[config.mk]
export PLATFORM = sky130hd
export DESIGN_NAME = adc_device_flat
export DESIGN_NICKNAME = d
export VERILOG_FILES = /design/src/hw/adc_host_pkg.sv /design/src/hw/adc_link_if.sv /design/src/hw/adc_device.sv /design/src/flat_wrapper.sv
export SDC_FILE = /design/constraint.sdc
export NUM_CORES = 1
export LEC_CHECK = 0
export ABC_AREA = 1
export BUFFER_PORTS_ARGS = -buffer_cell sky130_fd_sc_hd__buf_2
export CELL_PAD_IN_SITES_DETAIL_PLACEMENT = 1
export CELL_PAD_IN_SITES_GLOBAL_PLACEMENT = 2
export CORE_AREA = 2 2 158 98
export CTS_CLUSTER_SIZE = 30
export DETAILED_ROUTE_END_ITERATION = 12
export DIE_AREA = 0 0 160 100
export PLACE_DENSITY = 0.89
export SETUP_SLACK_MARGIN = 0.2
export SLEW_MARGIN = 30
export SYNTH_ARGS = -nofsm -noshare
export SYNTH_HDL_FRONTEND = slang
export SYNTH_SLANG_ARGS = --single-unit
[constraint.sdc]
create_clock -name clock -period 3.9 [get_ports clock]
set_input_delay 0.39 -clock clock [delete_from_list [all_inputs] [get_ports clock]]
set_output_delay 0.39 -clock clock [all_outputs]
set_load 0.02 [all_outputs]
[src/hw/adc_host_pkg.sv]
package adc_host_pkg;
  // Bus field positions
  localparam int ADDR_LSB = 0;
  localparam int ADDR_W = 6;
  localparam int FUNC_LSB = 6;
  localparam int FUNC_W = 3;
  localparam int EXC_BIT = 11;
  localparam int DTI_BIT = 13;
  localparam int DTO_BIT = 14;
  localparam int DATA_W = 16;
  localparam int RES_W = 13;
  // Function codes
  localparam logic [2:0] FUNC_BIC_ENABLE = 3'h0;
  localparam logic [2:0] FUNC_START = 3'h1;
  localparam logic [2:0] FUNC_PROGRAM = 3'h2;
  localparam logic [2:0] SENSE_DATA = 3'h0;
  localparam logic [2:0] SENSE_TIMER = 3'h1;
  // Conversion and timer constants
  localparam int SEQ_CLOCKS = 12;
  localparam int CLK_PERIOD_PS = 8000;
  localparam int ZERO_PULSE_PS = 100000;
  localparam int ZERO_PULSE_CYC = (ZERO_PULSE_PS + CLK_PERIOD_PS - 1) / CLK_PERIOD_PS;
  localparam int TICK_STD_PS = 1000000;
  localparam int TICK_STD_CYC = TICK_STD_PS / CLK_PERIOD_PS;
  // Request kinds on the host side
  typedef enum logic [1:0] {
    REQ_EXC = 2'b00,
    REQ_SENSE = 2'b01,
    REQ_DTI = 2'b10,
    REQ_DTO = 2'b11
  } req_kind_t;
endpackage : adc_host_pkg

[src/hw/adc_link_if.sv]
`timescale 1ns/1ps
// Processor I/O bus and block-transfer controller link
interface adc_link_if;
  logic [15:0] bus_out;        // Host to device word
  logic [15:0] bus_in;         // Device to host word
  logic bus_in_oe;             // Device drives bus_in
  logic function_strobe;       // Latches function code
  logic data_out_strobe;       // Loads timer buffer
  logic sense_strobe;          // Sense instruction pulse
  logic sense_response_line;   // Sense answer
  logic connect_request;       // Controller connect request
  logic connected_indication;  // Device reports connection
  logic disconnect_request;    // Controller disconnect
  logic transfer_request;      // Device asks for a word
  logic transfer_take;         // Controller takes the word
  modport device (input bus_out, function_strobe, data_out_strobe, sense_strobe,
    connect_request, disconnect_request, transfer_take,
    output bus_in, bus_in_oe, sense_response_line, connected_indication, transfer_request);
  modport host (output bus_out, function_strobe, data_out_strobe, sense_strobe,
    connect_request, disconnect_request, transfer_take,
    input bus_in, bus_in_oe, sense_response_line, connected_indication, transfer_request);
endinterface : adc_link_if

[src/hw/adc_device.sv]
`timescale 1ns/1ps
// Behaviour
// Host starts with address, code 1, bit 11
// Start decode sets hold flop
// Busy clocks sequencer, last clock gives store
// Store sets sample; LSB then latched
// Store sets data-ready until transfer in
// Sense 0 answers data-ready on response line
// Bit 13 sets transfer-in, enabling output
// Result bits 0-11, sign on 12-15
// Two's complement, 007777 to 170000
// Output enable clears data-ready
// Code 2 sets program, routes start source
// Code 0 sets block-transfer enable
// Connect sets connected until disconnect
// Connected and ready raise request; take outputs
// Disconnect clears enable and program flops
// 16-bit down timer, 100 ns zero pulse
// Bit 14 plus data strobe loads buffer
// Timer decrements once per tick
// Continuous reloads; single-cycle needs input
// Zero clears status; sense sets synced flag
// Timer load sets status and clears sense flag
// Zero pulse may drive conversion start
// Thirteen bits, sign first, twelve clocks
// Reset clears flags, start logic samples; timer status flag resets high
module adc_device #(
  parameter logic [5:0] DEVICE_ADDR = 6'h30,
  parameter int TICK_CYC = adc_host_pkg::TICK_STD_CYC
) (
  input wire logic clock,
  input wire logic rst,
  adc_link_if.device link,
  input wire logic comparator_in,
  input wire logic external_start,
  input wire logic single_cycle_reload_input,
  input wire logic continuous_mode,
  input wire logic timer_start_jumper,
  output logic hold_n,
  output logic busy,
  output logic timer_zero_pulse_n
);
  import adc_host_pkg::*;

  // Conversion states
  typedef enum logic [1:0] {
    ST_SAMPLE = 2'b00,
    ST_HOLD = 2'b01,
    ST_BUSY = 2'b10
  } conv_state_t;

  conv_state_t state_reg;                 // Start logic state
  logic [3:0] seq_reg;                    // Sequencing clock count
  logic [RES_W-1:0] sar_reg;              // Approximation flops
  logic [RES_W-1:0] result_reg;           // Data buffer
  logic data_ready_reg;                   // Data sense flop
  logic program_reg;                      // Program flop
  logic bic_enable_reg;                   // Block-transfer enable
  logic connected_reg;                    // Connected flop
  logic out_reg;                          // Output enable pulse
  logic [15:0] bus_reg;                   // Driven word
  logic sense_reg;                        // Sense response
  logic req_reg;                          // Transfer request
  logic transfer_out_reg;                 // Transfer-out flop, armed by bit 14
  logic [DATA_W-1:0] timer_buf_reg;       // Timer load buffer
  logic [DATA_W-1:0] timer_cnt_reg;       // Down counter
  logic [$clog2(TICK_CYC+1)-1:0] tick_reg; // Tick prescaler
  logic [4:0] zero_cnt_reg;               // Zero pulse width
  logic timer_status_reg;                 // High until expiry
  logic timer_sense_reg;                  // Synchronised sense flag
  logic sense_t_arm_reg;                  // Timer sense seen
  logic [1:0] ext_sync_reg;               // External start synchroniser
  logic [1:0] rel_sync_reg;               // Reload input synchroniser
  logic [1:0] cmp_sync_reg;               // Comparator synchroniser
  logic ext_prev_reg;                     // External start edge memory
  logic zero_prev_reg;                    // Zero pulse edge memory

  // Decoding of the bus
  wire addressed = link.bus_out[ADDR_W-1:0] == DEVICE_ADDR;
  wire [2:0] func = link.bus_out[FUNC_LSB +: FUNC_W];
  wire exc_cmd = link.function_strobe && addressed && link.bus_out[EXC_BIT];
  wire start_decode = exc_cmd && func == FUNC_START;
  wire program_decode = exc_cmd && func == FUNC_PROGRAM;
  wire enable_decode = exc_cmd && func == FUNC_BIC_ENABLE;
  wire dti_cmd = link.function_strobe && addressed && link.bus_out[DTI_BIT];
  wire dto_cmd = link.function_strobe && addressed && link.bus_out[DTO_BIT];
  wire timer_load = link.data_out_strobe && transfer_out_reg; // Data word
  wire sense_data = link.sense_strobe && addressed && func == SENSE_DATA;
  wire sense_timer = link.sense_strobe && addressed && func == SENSE_TIMER;
  wire tick_done = tick_reg == '0;
  wire zero_now = timer_cnt_reg == '0 && zero_cnt_reg == '0 && tick_done;
  wire zero_rise = zero_cnt_reg != '0 && !zero_prev_reg;
  wire ext_rise = ext_sync_reg[1] && !ext_prev_reg;
  wire auto_start = program_reg &&
    ((timer_start_jumper && zero_rise) || (!timer_start_jumper && ext_rise));
  wire store = state_reg == ST_BUSY && seq_reg == 4'(SEQ_CLOCKS - 1);
  wire take = connected_reg && link.transfer_take;
  wire out_en = dti_cmd || take;
  wire disconnect = connected_reg && link.disconnect_request;
  wire [15:0] word = {{(DATA_W-RES_W){result_reg[RES_W-1]}}, result_reg};

  // Start logic and approximation register
  always_ff @(posedge clock or posedge rst) begin
    if (rst) begin
      state_reg <= ST_SAMPLE;
      seq_reg <= '0;
      sar_reg <= '0;
      result_reg <= '0;
    end else begin
      case (state_reg)
        ST_SAMPLE: begin
          seq_reg <= '0;
          if (start_decode || auto_start) state_reg <= ST_HOLD;
        end
        ST_HOLD: begin
          state_reg <= ST_BUSY;
          sar_reg <= {!cmp_sync_reg[1], 12'h000}; // Sign first; positive gives 0
        end
        ST_BUSY: begin
          sar_reg[RES_W-2-seq_reg] <= cmp_sync_reg[1]; // One bit per clock
          seq_reg <= seq_reg + 4'h1;
          if (store) begin
            state_reg <= ST_SAMPLE;
            result_reg <= {sar_reg[RES_W-1:1], cmp_sync_reg[1]};
          end
        end
        default: state_reg <= ST_SAMPLE;
      endcase
    end
  end

  // Flags of the host interface
  always_ff @(posedge clock or posedge rst) begin
    if (rst) begin
      data_ready_reg <= 1'b0;
      program_reg <= 1'b0;
      bic_enable_reg <= 1'b0;
      connected_reg <= 1'b0;
    end else begin
      if (store) data_ready_reg <= 1'b1;          // Set wins
      else if (out_en) data_ready_reg <= 1'b0;
      if (disconnect) begin
        program_reg <= 1'b0;
        bic_enable_reg <= 1'b0;
        connected_reg <= 1'b0;
      end else begin
        if (program_decode) program_reg <= 1'b1;
        if (enable_decode) bic_enable_reg <= 1'b1;
        if (bic_enable_reg && link.connect_request) connected_reg <= 1'b1;
      end
    end
  end

  // Bus answer registers
  always_ff @(posedge clock or posedge rst) begin
    if (rst) begin
      out_reg <= 1'b0;
      bus_reg <= '0;
      sense_reg <= 1'b0;
      req_reg <= 1'b0;
    end else begin
      out_reg <= out_en;
      bus_reg <= out_en ? word : '0;
      sense_reg <= (sense_data && data_ready_reg) ||
                   (sense_timer && timer_sense_reg);
      req_reg <= connected_reg && data_ready_reg && !out_en;
    end
  end

  // Timer: prescaler, counter, zero pulse
  always_ff @(posedge clock or posedge rst) begin
    if (rst) begin
      tick_reg <= '0;
      timer_cnt_reg <= '0;
      timer_buf_reg <= '0;
      zero_cnt_reg <= '0;
      zero_prev_reg <= 1'b0;
      transfer_out_reg <= 1'b0;
    end else begin
      if (timer_load) transfer_out_reg <= 1'b0;        // One data word per arm
      else if (dto_cmd) transfer_out_reg <= 1'b1;
      zero_prev_reg <= zero_cnt_reg != '0;
      tick_reg <= tick_done ? $bits(tick_reg)'(TICK_CYC - 1) : tick_reg - 1'b1;
      if (zero_cnt_reg != '0) zero_cnt_reg <= zero_cnt_reg - 5'h1;
      if (timer_load) begin
        timer_buf_reg <= link.bus_out;
        timer_cnt_reg <= link.bus_out;
      end else if (zero_now) begin
        zero_cnt_reg <= 5'(ZERO_PULSE_CYC);
        if (continuous_mode || rel_sync_reg[1]) timer_cnt_reg <= timer_buf_reg;
      end else if (tick_done && timer_cnt_reg != '0) begin
        timer_cnt_reg <= timer_cnt_reg - 16'h0001;
      end
    end
  end

  // Timer status and synchronised sense flag
  always_ff @(posedge clock or posedge rst) begin
    if (rst) begin
      timer_status_reg <= 1'b1;
      timer_sense_reg <= 1'b0;
      sense_t_arm_reg <= 1'b0;
    end else begin
      sense_t_arm_reg <= sense_timer;
      if (timer_load) begin
        timer_status_reg <= 1'b1;
        timer_sense_reg <= 1'b0;
      end else begin
        if (zero_now) timer_status_reg <= 1'b0;
        if (sense_t_arm_reg && !sense_timer && !timer_status_reg)
          timer_sense_reg <= 1'b1;                       // Trailing edge
      end
    end
  end

  // Synchronisers for pins
  always_ff @(posedge clock or posedge rst) begin
    if (rst) begin
      ext_sync_reg <= '0;
      rel_sync_reg <= '0;
      cmp_sync_reg <= '0;
      ext_prev_reg <= 1'b0;
    end else begin
      ext_sync_reg <= {ext_sync_reg[0], external_start};
      rel_sync_reg <= {rel_sync_reg[0], single_cycle_reload_input};
      cmp_sync_reg <= {cmp_sync_reg[0], comparator_in};
      ext_prev_reg <= ext_sync_reg[1];
    end
  end

  // Pin outputs straight from flops
  always_ff @(posedge clock or posedge rst) begin
    if (rst) begin
      hold_n <= 1'b1;
      busy <= 1'b0;
      timer_zero_pulse_n <= 1'b1;
    end else begin
      hold_n <= state_reg == ST_SAMPLE && !(start_decode || auto_start);
      busy <= state_reg == ST_HOLD || (state_reg == ST_BUSY && !store);
      timer_zero_pulse_n <= !(zero_now || zero_cnt_reg > 5'h1);
    end
  end

  assign link.bus_in = bus_reg;
  assign link.bus_in_oe = out_reg;
  assign link.sense_response_line = sense_reg;
  assign link.connected_indication = connected_reg;
  assign link.transfer_request = req_reg;
endmodule : adc_device

[src/flat_wrapper.sv]
// flat-port wrapper written by rule: the top's interface ports become plain ports
module adc_device_flat import adc_host_pkg::*;
#(
  parameter logic [5:0] DEVICE_ADDR = 6'h30,
  parameter int TICK_CYC = adc_host_pkg::TICK_STD_CYC
)
  (clock, rst, comparator_in, external_start, single_cycle_reload_input, continuous_mode, timer_start_jumper, hold_n, busy, timer_zero_pulse_n, link_bus_out, link_function_strobe, link_data_out_strobe, link_sense_strobe, link_connect_request, link_disconnect_request, link_transfer_take, link_bus_in, link_bus_in_oe, link_sense_response_line, link_connected_indication, link_transfer_request);
  adc_link_if link_i ();
  input wire logic clock;
  input wire logic rst;
  input wire logic comparator_in;
  input wire logic external_start;
  input wire logic single_cycle_reload_input;
  input wire logic continuous_mode;
  input wire logic timer_start_jumper;
  output logic hold_n;
  output logic busy;
  output logic timer_zero_pulse_n;
  input wire logic [$bits(link_i.bus_out)-1:0] link_bus_out;
  input wire logic [$bits(link_i.function_strobe)-1:0] link_function_strobe;
  input wire logic [$bits(link_i.data_out_strobe)-1:0] link_data_out_strobe;
  input wire logic [$bits(link_i.sense_strobe)-1:0] link_sense_strobe;
  input wire logic [$bits(link_i.connect_request)-1:0] link_connect_request;
  input wire logic [$bits(link_i.disconnect_request)-1:0] link_disconnect_request;
  input wire logic [$bits(link_i.transfer_take)-1:0] link_transfer_take;
  output wire logic [$bits(link_i.bus_in)-1:0] link_bus_in;
  output wire logic [$bits(link_i.bus_in_oe)-1:0] link_bus_in_oe;
  output wire logic [$bits(link_i.sense_response_line)-1:0] link_sense_response_line;
  output wire logic [$bits(link_i.connected_indication)-1:0] link_connected_indication;
  output wire logic [$bits(link_i.transfer_request)-1:0] link_transfer_request;
  assign link_i.bus_out = link_bus_out;
  assign link_i.function_strobe = link_function_strobe;
  assign link_i.data_out_strobe = link_data_out_strobe;
  assign link_i.sense_strobe = link_sense_strobe;
  assign link_i.connect_request = link_connect_request;
  assign link_i.disconnect_request = link_disconnect_request;
  assign link_i.transfer_take = link_transfer_take;
  assign link_bus_in = link_i.bus_in;
  assign link_bus_in_oe = link_i.bus_in_oe;
  assign link_sense_response_line = link_i.sense_response_line;
  assign link_connected_indication = link_i.connected_indication;
  assign link_transfer_request = link_i.transfer_request;
  adc_device #(.DEVICE_ADDR(DEVICE_ADDR), .TICK_CYC(TICK_CYC)) u_core (.clock(clock), .rst(rst), .link(link_i), .comparator_in(comparator_in), .external_start(external_start), .single_cycle_reload_input(single_cycle_reload_input), .continuous_mode(continuous_mode), .timer_start_jumper(timer_start_jumper), .hold_n(hold_n), .busy(busy), .timer_zero_pulse_n(timer_zero_pulse_n));
endmodule
==> impl_metrics.py, run 1 <==
metrics = {
    "outcome": {
        "status": "finished clean",
    },
    "pwr": {
        "seq_power_share_pct": 43.4,
        "irDropWorstVdd_uv": 235,
        "netSwitchingPower_mw": 1.35,
        "p_total_mw": 3.59,
        "clkPwrFrac_pct": 25.8,
        "p_leak_nw": 3.04,
        "powerDensity_mw_per_mm2": 610,
        "comb_power_share_pct": 30.7,
        "p_int_mw": 2.24,
        "p_sw_share_pct": 37.6,
    },
    "setup_path": {
        "max_stage_delay_ps": 750,
        "cp.arrival_ps": 2630,
        "cp_slowest_cell": "nand2_1",
        "rr_startpoint": "u_core.state_reg[0]",
        "required_ps": 4090,
        "reg2reg_setup_slack_ps": 1460,
        "crit_top_cell": "nor2_1",
        "worstSetupStartpointType": "register",
        "cp-end-kind": "register",
        "path_cells": "nor2_1 > nand2_1 > nor2_1 > a21oi_1",
        "critPathKind": "register to register",
        "critPathMaxFanout": 27,
        "r2r_end": "u_core.result_reg[11]",
        "reg2reg_depth": 4,
    },
    "timing": {
        "tns_ps": 0,
        "slew_headroom_pct": 41.6,
        "setup_ws_ps": 1460,
        "rsz0062_at_grt": "false",
        "period_share_pct": 62.5,
        "setup_viol": 0,
        "worstMarginPinSlew_ps": 874,
        "finalHoldViolCount": 0,
        "maxSlewViolCount": 0,
        "fin_crit_ps": 2440,
        "fmax_mhz": 410,
        "clock_skew_ps": 6.91,
    },
    "global_routing": {
        "grt_max_degree": 54,
        "first_global_vias": 4361,
        "overflow": 0,
        "grt_usage_pct": 18.1,
        "antenna_found_initial": 0,
        "grt_pass1_wl_um": 22700,
    },
    "flow_run": {
        "cap_violations": 0,
    },
    "logic_synthesis": {
        "postSynthCellCount": 606,
        "synth_fp_nets": 645,
        "synth.distinct_cells": 33,
        "synthFlopType": "dfrtp_1",
        "synth_async_sr_flop_share_pct": 100,
        "avgSynthCellArea_um2": 8.50,
        "synth-edff-count": 0,
        "synth.area.top_cells": "dfrtp_1, nand2_1, inv_1, o21ai_0, nor2_1",
        "yosysTopAreaCellShare_pct": 52.0,
        "syn-cell-area_mm2": 0.00515,
        "ys_seq_area_share_pct": 53.5,
        "ys_seq_elements": 110,
        "synth_top_cell_by_area": "dfrtp_1",
        "yosysWarnings": 0,
    },
    "clocking": {
        "insertion_delay_ps": 350,
        "cts_resized": 0,
        "cts_tree": "done",
        "cts_root_buf": "clkbuf_16",
        "clk_pin_slew_ps": 70,
        "htree_levels": 3,
        "cts_made_buffers": 9,
        "clk_path_buf_depth": 2,
        "clock_sinks": 110,
        "post-cts-setup-buffer-count": 0,
        "cts_hold_buf": 0,
    },
    "routing": {
        "highest_layer": "met4",
        "drt.antenna.violating_nets": 0,
        "wl_met1_um": 6930,
        "via_per_inst": 4.76,
        "wl_met2_um": 5740,
        "drc": 0,
        "first_iter_violations": 219,
        "wl_per_cell_um": 15.5,
        "drtPass1Iterations": 4,
        "drt-total-wl_um": 13300,
        "wl_met3_um": 539,
        "vias": 4111,
    },
    "layout": {
        "drive_gt1_share_pct": 15.6,
        "layout_common_cells": "nand2_1, dfrtp_1, inv_1",
        "fin_util_pct": 39.8,
        "antenna_cells": 0,
        "syn_to_final_growth_pct": 14.3,
        "layout.nets": 694,
        "final_common_cell": "nand2_1",
        "multi_input_area_mm2": 0.00203,
        "n_fill_cell": 1809,
        "seqCellArea_mm2": 0.00276,
    },
    "floorplanning": {
        "rows": 35,
        "die_width_um": 160,
        "boundaryPins": 52,
        "die_h_um": 100,
        "start_util_pct": 34.8,
        "dieArea_mm2": 0.0160,
        "coreArea_mm2": 0.0148,
    },
    "placement": {
        "hpwl_um": 10100,
        "gp_congestion": 0.843,
        "dp_slack_ps": 1480,
        "io_buffers": 51,
    },
    "worst_hold_path": {
        "worstHoldPathType": "input port to register",
        "hold_depth": 1,
        "hp-start": "comparator_in",
        "hold_end": "u_core.cmp_sync_reg[0]",
    },
}
==> worst max-delay path: cells and delay by family (launching register included) <==
| family | cells | cell delay (ps) |
|---|---|---|
| AO/OA/AOI/OAI | 1 | 90 |
| flip-flops | 1 | 420 |
| AND/OR/NAND/NOR | 3 | 1750 |
==> how the worst max path moves through the flow <==
stage                         startpoint  depth (start not counted)                       end
detailed placement   u_core.state_reg[0]                          4     u_core.result_reg[11]
finish               u_core.state_reg[0]                          4     u_core.result_reg[11]
floorplan                            rst                          1     u_core.bic_enable_reg
global placement    link_data_out_strobe                          9  u_core.timer_cnt_reg[10]
global route         u_core.state_reg[0]                          4     u_core.result_reg[11]
CTS                  u_core.state_reg[0]                          4     u_core.result_reg[11]
==> Yosys cell counts (2+ instances only) <==
master	n
nor2_2	7
nand3_4	3
nor3_1	7
a21oi_1	26
buf_6	2
xor2_1	7
buf_4	4
nand4_1	5
inv_1	66
nor2_4	6
nand2_4	2
dfstp_2	3
nand2_2	5
nand3_1	36
o21ai_0	48
nand2_1	172
dfrtp_1	107
xnor2_1	5
buf_2	3
ha_1	10
clkbuf_1	7
nor2_1	63
nor2_8	2
==> power by group through the flow <==
stage / Combinational [mW] / Clock [mW] / Sequential, mW
global route: 1.27 / 1.01 / 1.59
finish: 1.10 / 0.927 / 1.56
global placement: 1.04 / 0 / 1.57
floorplan: 0.804 / 0 / 1.54
CTS: 1.10 / 0.956 / 1.56
detailed placement: 1.10 / 0 / 1.58
==> cell type report <==
cell class | instances | area share (%)
clock buffers | 9 | 3.83
inverters | 70 | 4.57
flip-flops and latches | 110 | 46.8
clock inverters | 7 | 1.19
well taps | 203 | 4.32
multi-input cells | 410 | 34.5
repair buffers | 54 | 4.72
==> layer usage <==
layer  vias to the layer above  GRT usage (%)
li1                       2002              -
met1                      2024           25.8
met2                        73           28.0
met3                        12           4.42
met4                         0           3.88
met5                         -              0
==> stage by stage <==
step / std cells / cell area [µm²] / hold WS, ps
3_3_place_gp: 847 / 5590 / 335
5_1_grt: 863 / 5890 / 130
6_report: 863 / 5890 / 142
3_5_place_dp: 847 / 5590 / 338
4_1_cts: 863 / 5890 / 135
2_1_floorplan: 606 / 5150 / 331
==> cell families after synthesis <==
group / count (synthesis) / synth area share, %
flops: 110 / 53.5
xor+xnor: 12 / 2.04
fa+ha+maj: 10 / 2.43
buf+inv: 86 / 7.00
compound gates: 77 / 7.58
simple gates: 311 / 27.4
Note: power is estimated with default switching activity, not from simulation.
==> inputs of run 2 (changes only) <==
- clock period: 3.9 -> 2.25 ns (I/O delays scaled with it)
==> run 2 against run 1 <==
  * Final cell count increased by 1.3%
  * Sequential cell count did not move
  * Via count decreased by 0.29%
  * Clock skew increased by 2.5 ps
  * Die area unchanged
  * Critical path type unchanged
  * Register-to-register slack worse by 1100 ps
  * First-iteration DRC count is 2.7% lower
  * Routed wire length is 1.4% higher
  * Final area increased by 2.2%
  * Maximum frequency up 28%
  * Setup slack worse by 1100 ps
==> impl_metrics.py, run 2 (synthesis results as in run 1) <==
metrics = {
    "placement": {
        "dp_cells": 850,
        "hpwl_um": 9910,
        "gp_congestion": 0.858,
        "dp_slack_ps": 188,
        "io_buffers": 51,
    },
    "clocking": {
        "clk_path_buf_depth": 2,
        "clock_sinks": 110,
        "insertion_delay_ps": 350,
        "cts_root_buf": "clkbuf_16",
        "clk_pin_slew_ps": 80,
        "htree_levels": 3,
        "cts_tree": "done",
        "cts_made_buffers": 9,
    },
    "outcome": {
        "status": "finished clean",
    },
    "floorplanning": {
        "coreArea_mm2": 0.0148,
        "die_h_um": 100,
        "boundaryPins": 52,
        "dieArea_mm2": 0.0160,
        "die_width_um": 160,
        "rows": 35,
        "start_util_pct": 34.8,
    },
    "layout": {
        "layout_common_cells": "nand2_1, dfrtp_1, inv_1",
        "drive_gt1_share_pct": 17.1,
        "syn_to_final_growth_pct": 16.8,
        "final_common_cell": "nand2_1",
        "layout.nets": 705,
        "fin_cells": 874,
        "antenna_cells": 0,
    },
    "setup_path": {
        "worstSetupStartpointType": "register",
        "path_cells": "inv_1 > ha_2 > nand2_1 > nor2_2 > nand3_4 > nor2_8 > nand3_4 > nand2_8 > buf_4 > nand2_1 > nand2_1",
        "cp_slowest_cell": "dfrtp_1",
        "critPathKind": "register to register",
        "max_stage_delay_ps": 410,
        "cp-end-kind": "register",
        "cp.arrival_ps": 2200,
        "required_ps": 2540,
        "crit_top_cell": "nand2_1",
        "critPathMaxFanout": 10,
    },
    "pwr": {
        "netSwitchingPower_mw": 2.43,
        "powerDensity_mw_per_mm2": 1040,
        "irDropWorstVdd_uv": 392,
        "p_int_mw": 3.83,
        "p_leak_nw": 3.09,
        "comb_power_share_pct": 31.5,
        "p_sw_share_pct": 38.8,
        "clkPwrFrac_pct": 25.6,
        "seq_power_share_pct": 43.0,
    },
    "timing": {
        "setup_ws_ps": 348,
        "fmax_mhz": 526,
        "period_share_pct": 84.5,
        "slew_headroom_pct": 60.0,
        "setup_viol": 0,
        "rsz0062_at_grt": "false",
        "tns_ps": 0,
        "maxSlewViolCount": 0,
        "fin_crit_ps": 1900,
        "worstMarginPinSlew_ps": 600,
        "finalHoldViolCount": 0,
        "clock_skew_ps": 9.37,
    },
    "global_routing": {
        "grt_pass1_wl_um": 22300,
        "grt_usage_pct": 17.9,
        "antenna_found_initial": 0,
        "first_global_vias": 4238,
        "overflow": 0,
        "grt_max_degree": 111,
    },
    "routing": {
        "wl_per_cell_um": 15.5,
        "first_iter_violations": 213,
        "drt.antenna.violating_nets": 0,
        "drt-total-wl_um": 13500,
        "drc": 0,
        "vias": 4099,
        "via_per_inst": 4.69,
        "drtPass1Iterations": 4,
    },
    "worst_hold_path": {
        "worstHoldPathType": "input port to async pin",
    },
    "flow_run": {
        "cap_violations": 0,
    },
}
==> run 2: cell types whose count changed in the layout (fill, tap and decap cells not counted), sizes merged <==
cell         change
bufinv           -1
dlygate4sd3      +3
clkinvlp         +1
buf              +8
==> run 2: what timing repair did <==
item                       in CTS  in global routing
hold endpoints to repair        3                  0
setup endpoints to repair      15                 16
pin swaps                       0                  3
cloned                          0                  0
hold buffers                    3                  0
resized for setup               1                  5
setup buffers                   0                  5
==> run 2: final timing paths <==
kind | from | endpoint | slack, ps | cells past startpoint
setup / recovery | u_core.timer_cnt_reg[0] | u_core.timer_cnt_reg[11] | 350 | 11
hold / removal | rst | u_core.tick_reg[5] | 30 | 3
setup reg to reg | u_core.timer_cnt_reg[0] | u_core.timer_cnt_reg[11] | 350 | 11
hold reg to reg | u_core.ext_sync_reg[0] | u_core.ext_sync_reg[1] | 350 | 0
max in group asynchronous | rst | u_core.timer_cnt_reg[8] | 1760 | 3
min in group clock | link_bus_out[4] | u_core.timer_buf_reg[4] | 120 | 3
==> run 2: layout make-up <==
class / count / area, µm²
clock buffer: 9 / 225
timing repair buffer: 65 / 380
fill: 1811 / 8790
tap: 203 / 254
multi-input combinational: 410 / 2050
clock inverter: 7 / 77.6
sequential: 110 / 2760
inverter: 70 / 272
==> run 2: stage by stage <==
step / power, mW / util [%] / hold WS [ps] / cell area (µm²)
2_1_floorplan: 4.07 / - / 256 / 5150
3_3_place_gp: 4.55 / 38.0 / 335 / 5630
3_5_place_dp: 4.65 / 38.0 / 336 / 5630
4_1_cts: 6.30 / 40.3 / 73.2 / 5970
5_1_grt: 6.71 / 40.6 / 88.8 / 6010
6_report: 6.26 / 40.6 / 29.4 / 6010
==> run 2: power by group through the flow <==
stage	registers [mW]	logic [mW]	clock network (mW)
floorplan	2.68	1.39	0
global placement	2.70	1.85	0
detailed placement	2.72	1.93	0
CTS	2.69	1.96	1.65
global route	2.74	2.24	1.72
finish	2.69	1.97	1.60
==> run 2: metal layers <==
layer  wire, µm  GRT usage [%]  vias to the layer above  part of all wire (%)
li1           -              -                     2018                     -
met3        529           4.13                       11                   3.9
met2       5800           27.5                       70                    43
met4        145           4.71                        0                   1.1
met1       7060           25.8                     2000                    52
met5          0              0                        -                     0
==> run 2: critical path: cells and delay by family (launching register included) <==
kind / cells / cell delay (ps)
buf+inv: 2 / 270
simple gates: 8 / 920
fa+ha+maj: 1 / 230
flops: 1 / 410
==> inputs of run 3 (changes only) <==
- clock period: 2.25 -> 1.87 ns (I/O delays scaled with it)
==> run 3 against run 2 <==
  * Via count is 6.8% higher
  * Clock skew hardly changed
  * Highest routed layer unchanged
  * Setup slack worse by 220 ps
  * Maximum frequency is 9.0% higher
  * Clock power is 27% higher
  * Sequential cell count stayed put
  * Combinational power is 51% higher
  * Die area stayed put
  * Largest cell class unchanged
  * First-iteration DRC count is 3.3% higher
  * Sequential share of layout area is 3.9 points lower
==> impl_metrics.py, run 3 (synthesis results as in run 1) <==
metrics = {
    "outcome": {
        "status": "finished clean",
    },
    "worst_hold_path": {
        "hold_depth": 3,
        "hp-start": "link_bus_out[1]",
        "worstHoldPathType": "input port to register",
        "hold_end": "u_core.timer_buf_reg[1]",
    },
    "global_routing": {
        "grt_pass1_wl_um": 24600,
        "first_global_vias": 4638,
        "overflow": 0,
        "grt_max_degree": 39,
        "grt_usage_pct": 19.7,
        "antenna_found_initial": 0,
    },
    "timing": {
        "period_share_pct": 93.3,
        "fin_crit_ps": 1740,
        "worstMarginPinSlew_ps": 522,
        "clock_skew_ps": 9.58,
        "fmax_mhz": 573,
        "setup_viol": 0,
        "finalHoldViolCount": 0,
        "setup_ws_ps": 126,
        "rsz0062_at_grt": "true",
        "maxSlewViolCount": 0,
        "slew_headroom_pct": 65.1,
    },
    "setup_path": {
        "reg2reg_setup_slack_ps": 130,
        "cp.arrival_ps": 2000,
        "required_ps": 2120,
        "reg2reg_depth": 10,
        "critPathMaxFanout": 15,
        "worstSetupStartpointType": "register",
        "rr_startpoint": "u_core.timer_cnt_reg[7]",
        "cp-end-kind": "register",
        "r2r_end": "u_core.timer_cnt_reg[15]",
        "critPathKind": "register to register",
    },
    "clocking": {
        "insertion_delay_ps": 360,
        "cts_tree": "done",
        "htree_levels": 3,
        "cts_root_buf": "clkbuf_16",
        "clk_pin_slew_ps": 80,
        "clk_path_buf_depth": 2,
        "clock_sinks": 110,
        "cts_made_buffers": 9,
    },
    "placement": {
        "dp_slack_ps": -13.7,
        "io_buffers": 51,
        "gp_congestion": 0.835,
        "dp_cells": 864,
        "hpwl_um": 10700,
    },
    "layout": {
        "layout_common_cells": "nand2_1, dfrtp_1, nor2_1",
        "multi_input_area_mm2": 0.00223,
        "fin_cells": 916,
        "drive_gt1_share_pct": 28.3,
        "syn_to_final_growth_pct": 28.2,
        "seqCellArea_mm2": 0.00277,
        "layout.nets": 747,
        "final_common_cell": "nand2_1",
        "antenna_cells": 0,
        "n_fill_cell": 1800,
    },
    "flow_run": {
        "cap_violations": 0,
    },
    "routing": {
        "drtPass1Iterations": 4,
        "wl_per_cell_um": 16.3,
        "drc": 0,
        "drt-total-wl_um": 15000,
        "via_per_inst": 4.78,
        "drt.antenna.violating_nets": 0,
        "first_iter_violations": 220,
        "vias": 4378,
    },
    "floorplanning": {
        "dieArea_mm2": 0.0160,
        "boundaryPins": 52,
        "start_util_pct": 34.8,
        "die_width_um": 160,
        "rows": 35,
        "die_h_um": 100,
        "coreArea_mm2": 0.0148,
    },
    "pwr": {
        "powerDensity_mw_per_mm2": 1250,
        "irDropWorstVdd_uv": 491,
        "p_leak_nw": 3.35,
    },
}
run 3: cell types whose count changed in the layout (fill, tap and decap cells not counted), moves of 4 or more:
cell	previous run	this run
nand2_4	1	5
buf_4	10	44
inv_1	64	59
dfrtp_2	0	8
nand2_2	5	24
o21ai_0	48	42
inv_2	2	7
dfrtp_1	107	99
nor2_4	6	11
nand2_1	172	149
buf_6	0	4
run 3: layout make-up:
cell class | instances | area share [%]
Sequential cell | 110 | 41.9
Multi-Input combinational cell | 410 | 33.8
Timing Repair Buffer | 107 | 11.5
Inverter | 70 | 4.30
Tap cell | 203 | 3.85
Clock buffer | 9 | 3.41
Clock inverter | 7 | 1.23
run 3: worst max-delay path, cell delays in order (launching register included):
cell	delay (ps)
dfrtp_2	450
nor2_4	160
nand2_4	100
nor2_4	150
nand3_4	120
nor2_8	170
nand3_4	110
nand2_8	150
inv_12	70
nand2_1	90
nand2_2	60
run 3: how the worst max path moves through the flow:
stage          slack (ps)                        to  cells after the start                     from
2_1_floorplan         210   u_core.timer_cnt_reg[0]                     12  u_core.timer_cnt_reg[0]
3_5_place_dp          -10   u_core.timer_cnt_reg[7]                     11   u_core.zero_cnt_reg[0]
4_1_cts               180  u_core.timer_cnt_reg[15]                     11       u_core.tick_reg[1]
5_1_grt                40  u_core.timer_cnt_reg[14]                     10  u_core.timer_cnt_reg[7]
3_3_place_gp           60   u_core.timer_cnt_reg[7]                     11   u_core.zero_cnt_reg[0]
6_report              130  u_core.timer_cnt_reg[15]                     10  u_core.timer_cnt_reg[7]
run 3: power breakdown:
part,total [mW],internal (mW),switching [mW],leakage [nW]
Combinational,2.97,1.14,1.83,1.77
Sequential,3.25,2.87,0.383,1.43
Clock,2.03,1.06,0.967,0.145
run 3: per-layer routing:
metal / vias up / part of all wire (%) / track usage, %
met5: - / 0 / 0
met4: 0 / 1.1 / 4.57
met3: 16 / 3.5 / 3.76
met2: 78 / 45 / 31.2
met1: 2175 / 50 / 28.4
li1: 2109 / - / -
run 3: through the flow:
stage | utilization, % | TNS [ps] | power [mW] | hold WS, ps | cell area, µm²
floorplan | - | 0 | 4.90 | 218 | 5160
global placement | 39.0 | 0 | 5.57 | 201 | 5770
detailed placement | 39.0 | -13.7 | 5.71 | 195 | 5770
CTS | 43.6 | 0 | 8.02 | 68.5 | 6450
global route | 44.6 | 0 | 8.80 | 95.1 | 6600
finish | 44.6 | 0 | 8.25 | 71.7 | 6600
run 3: repair_timing:
action / CTS / global route
pin swaps: 15 / 20
setup buffers: 22 / 9
hold endpoints to repair: 12 / 0
hold buffers: 4 / 0
setup endpoints to repair: 18 / 32
cloned: 1 / 0
gates resized for setup: 45 / 30
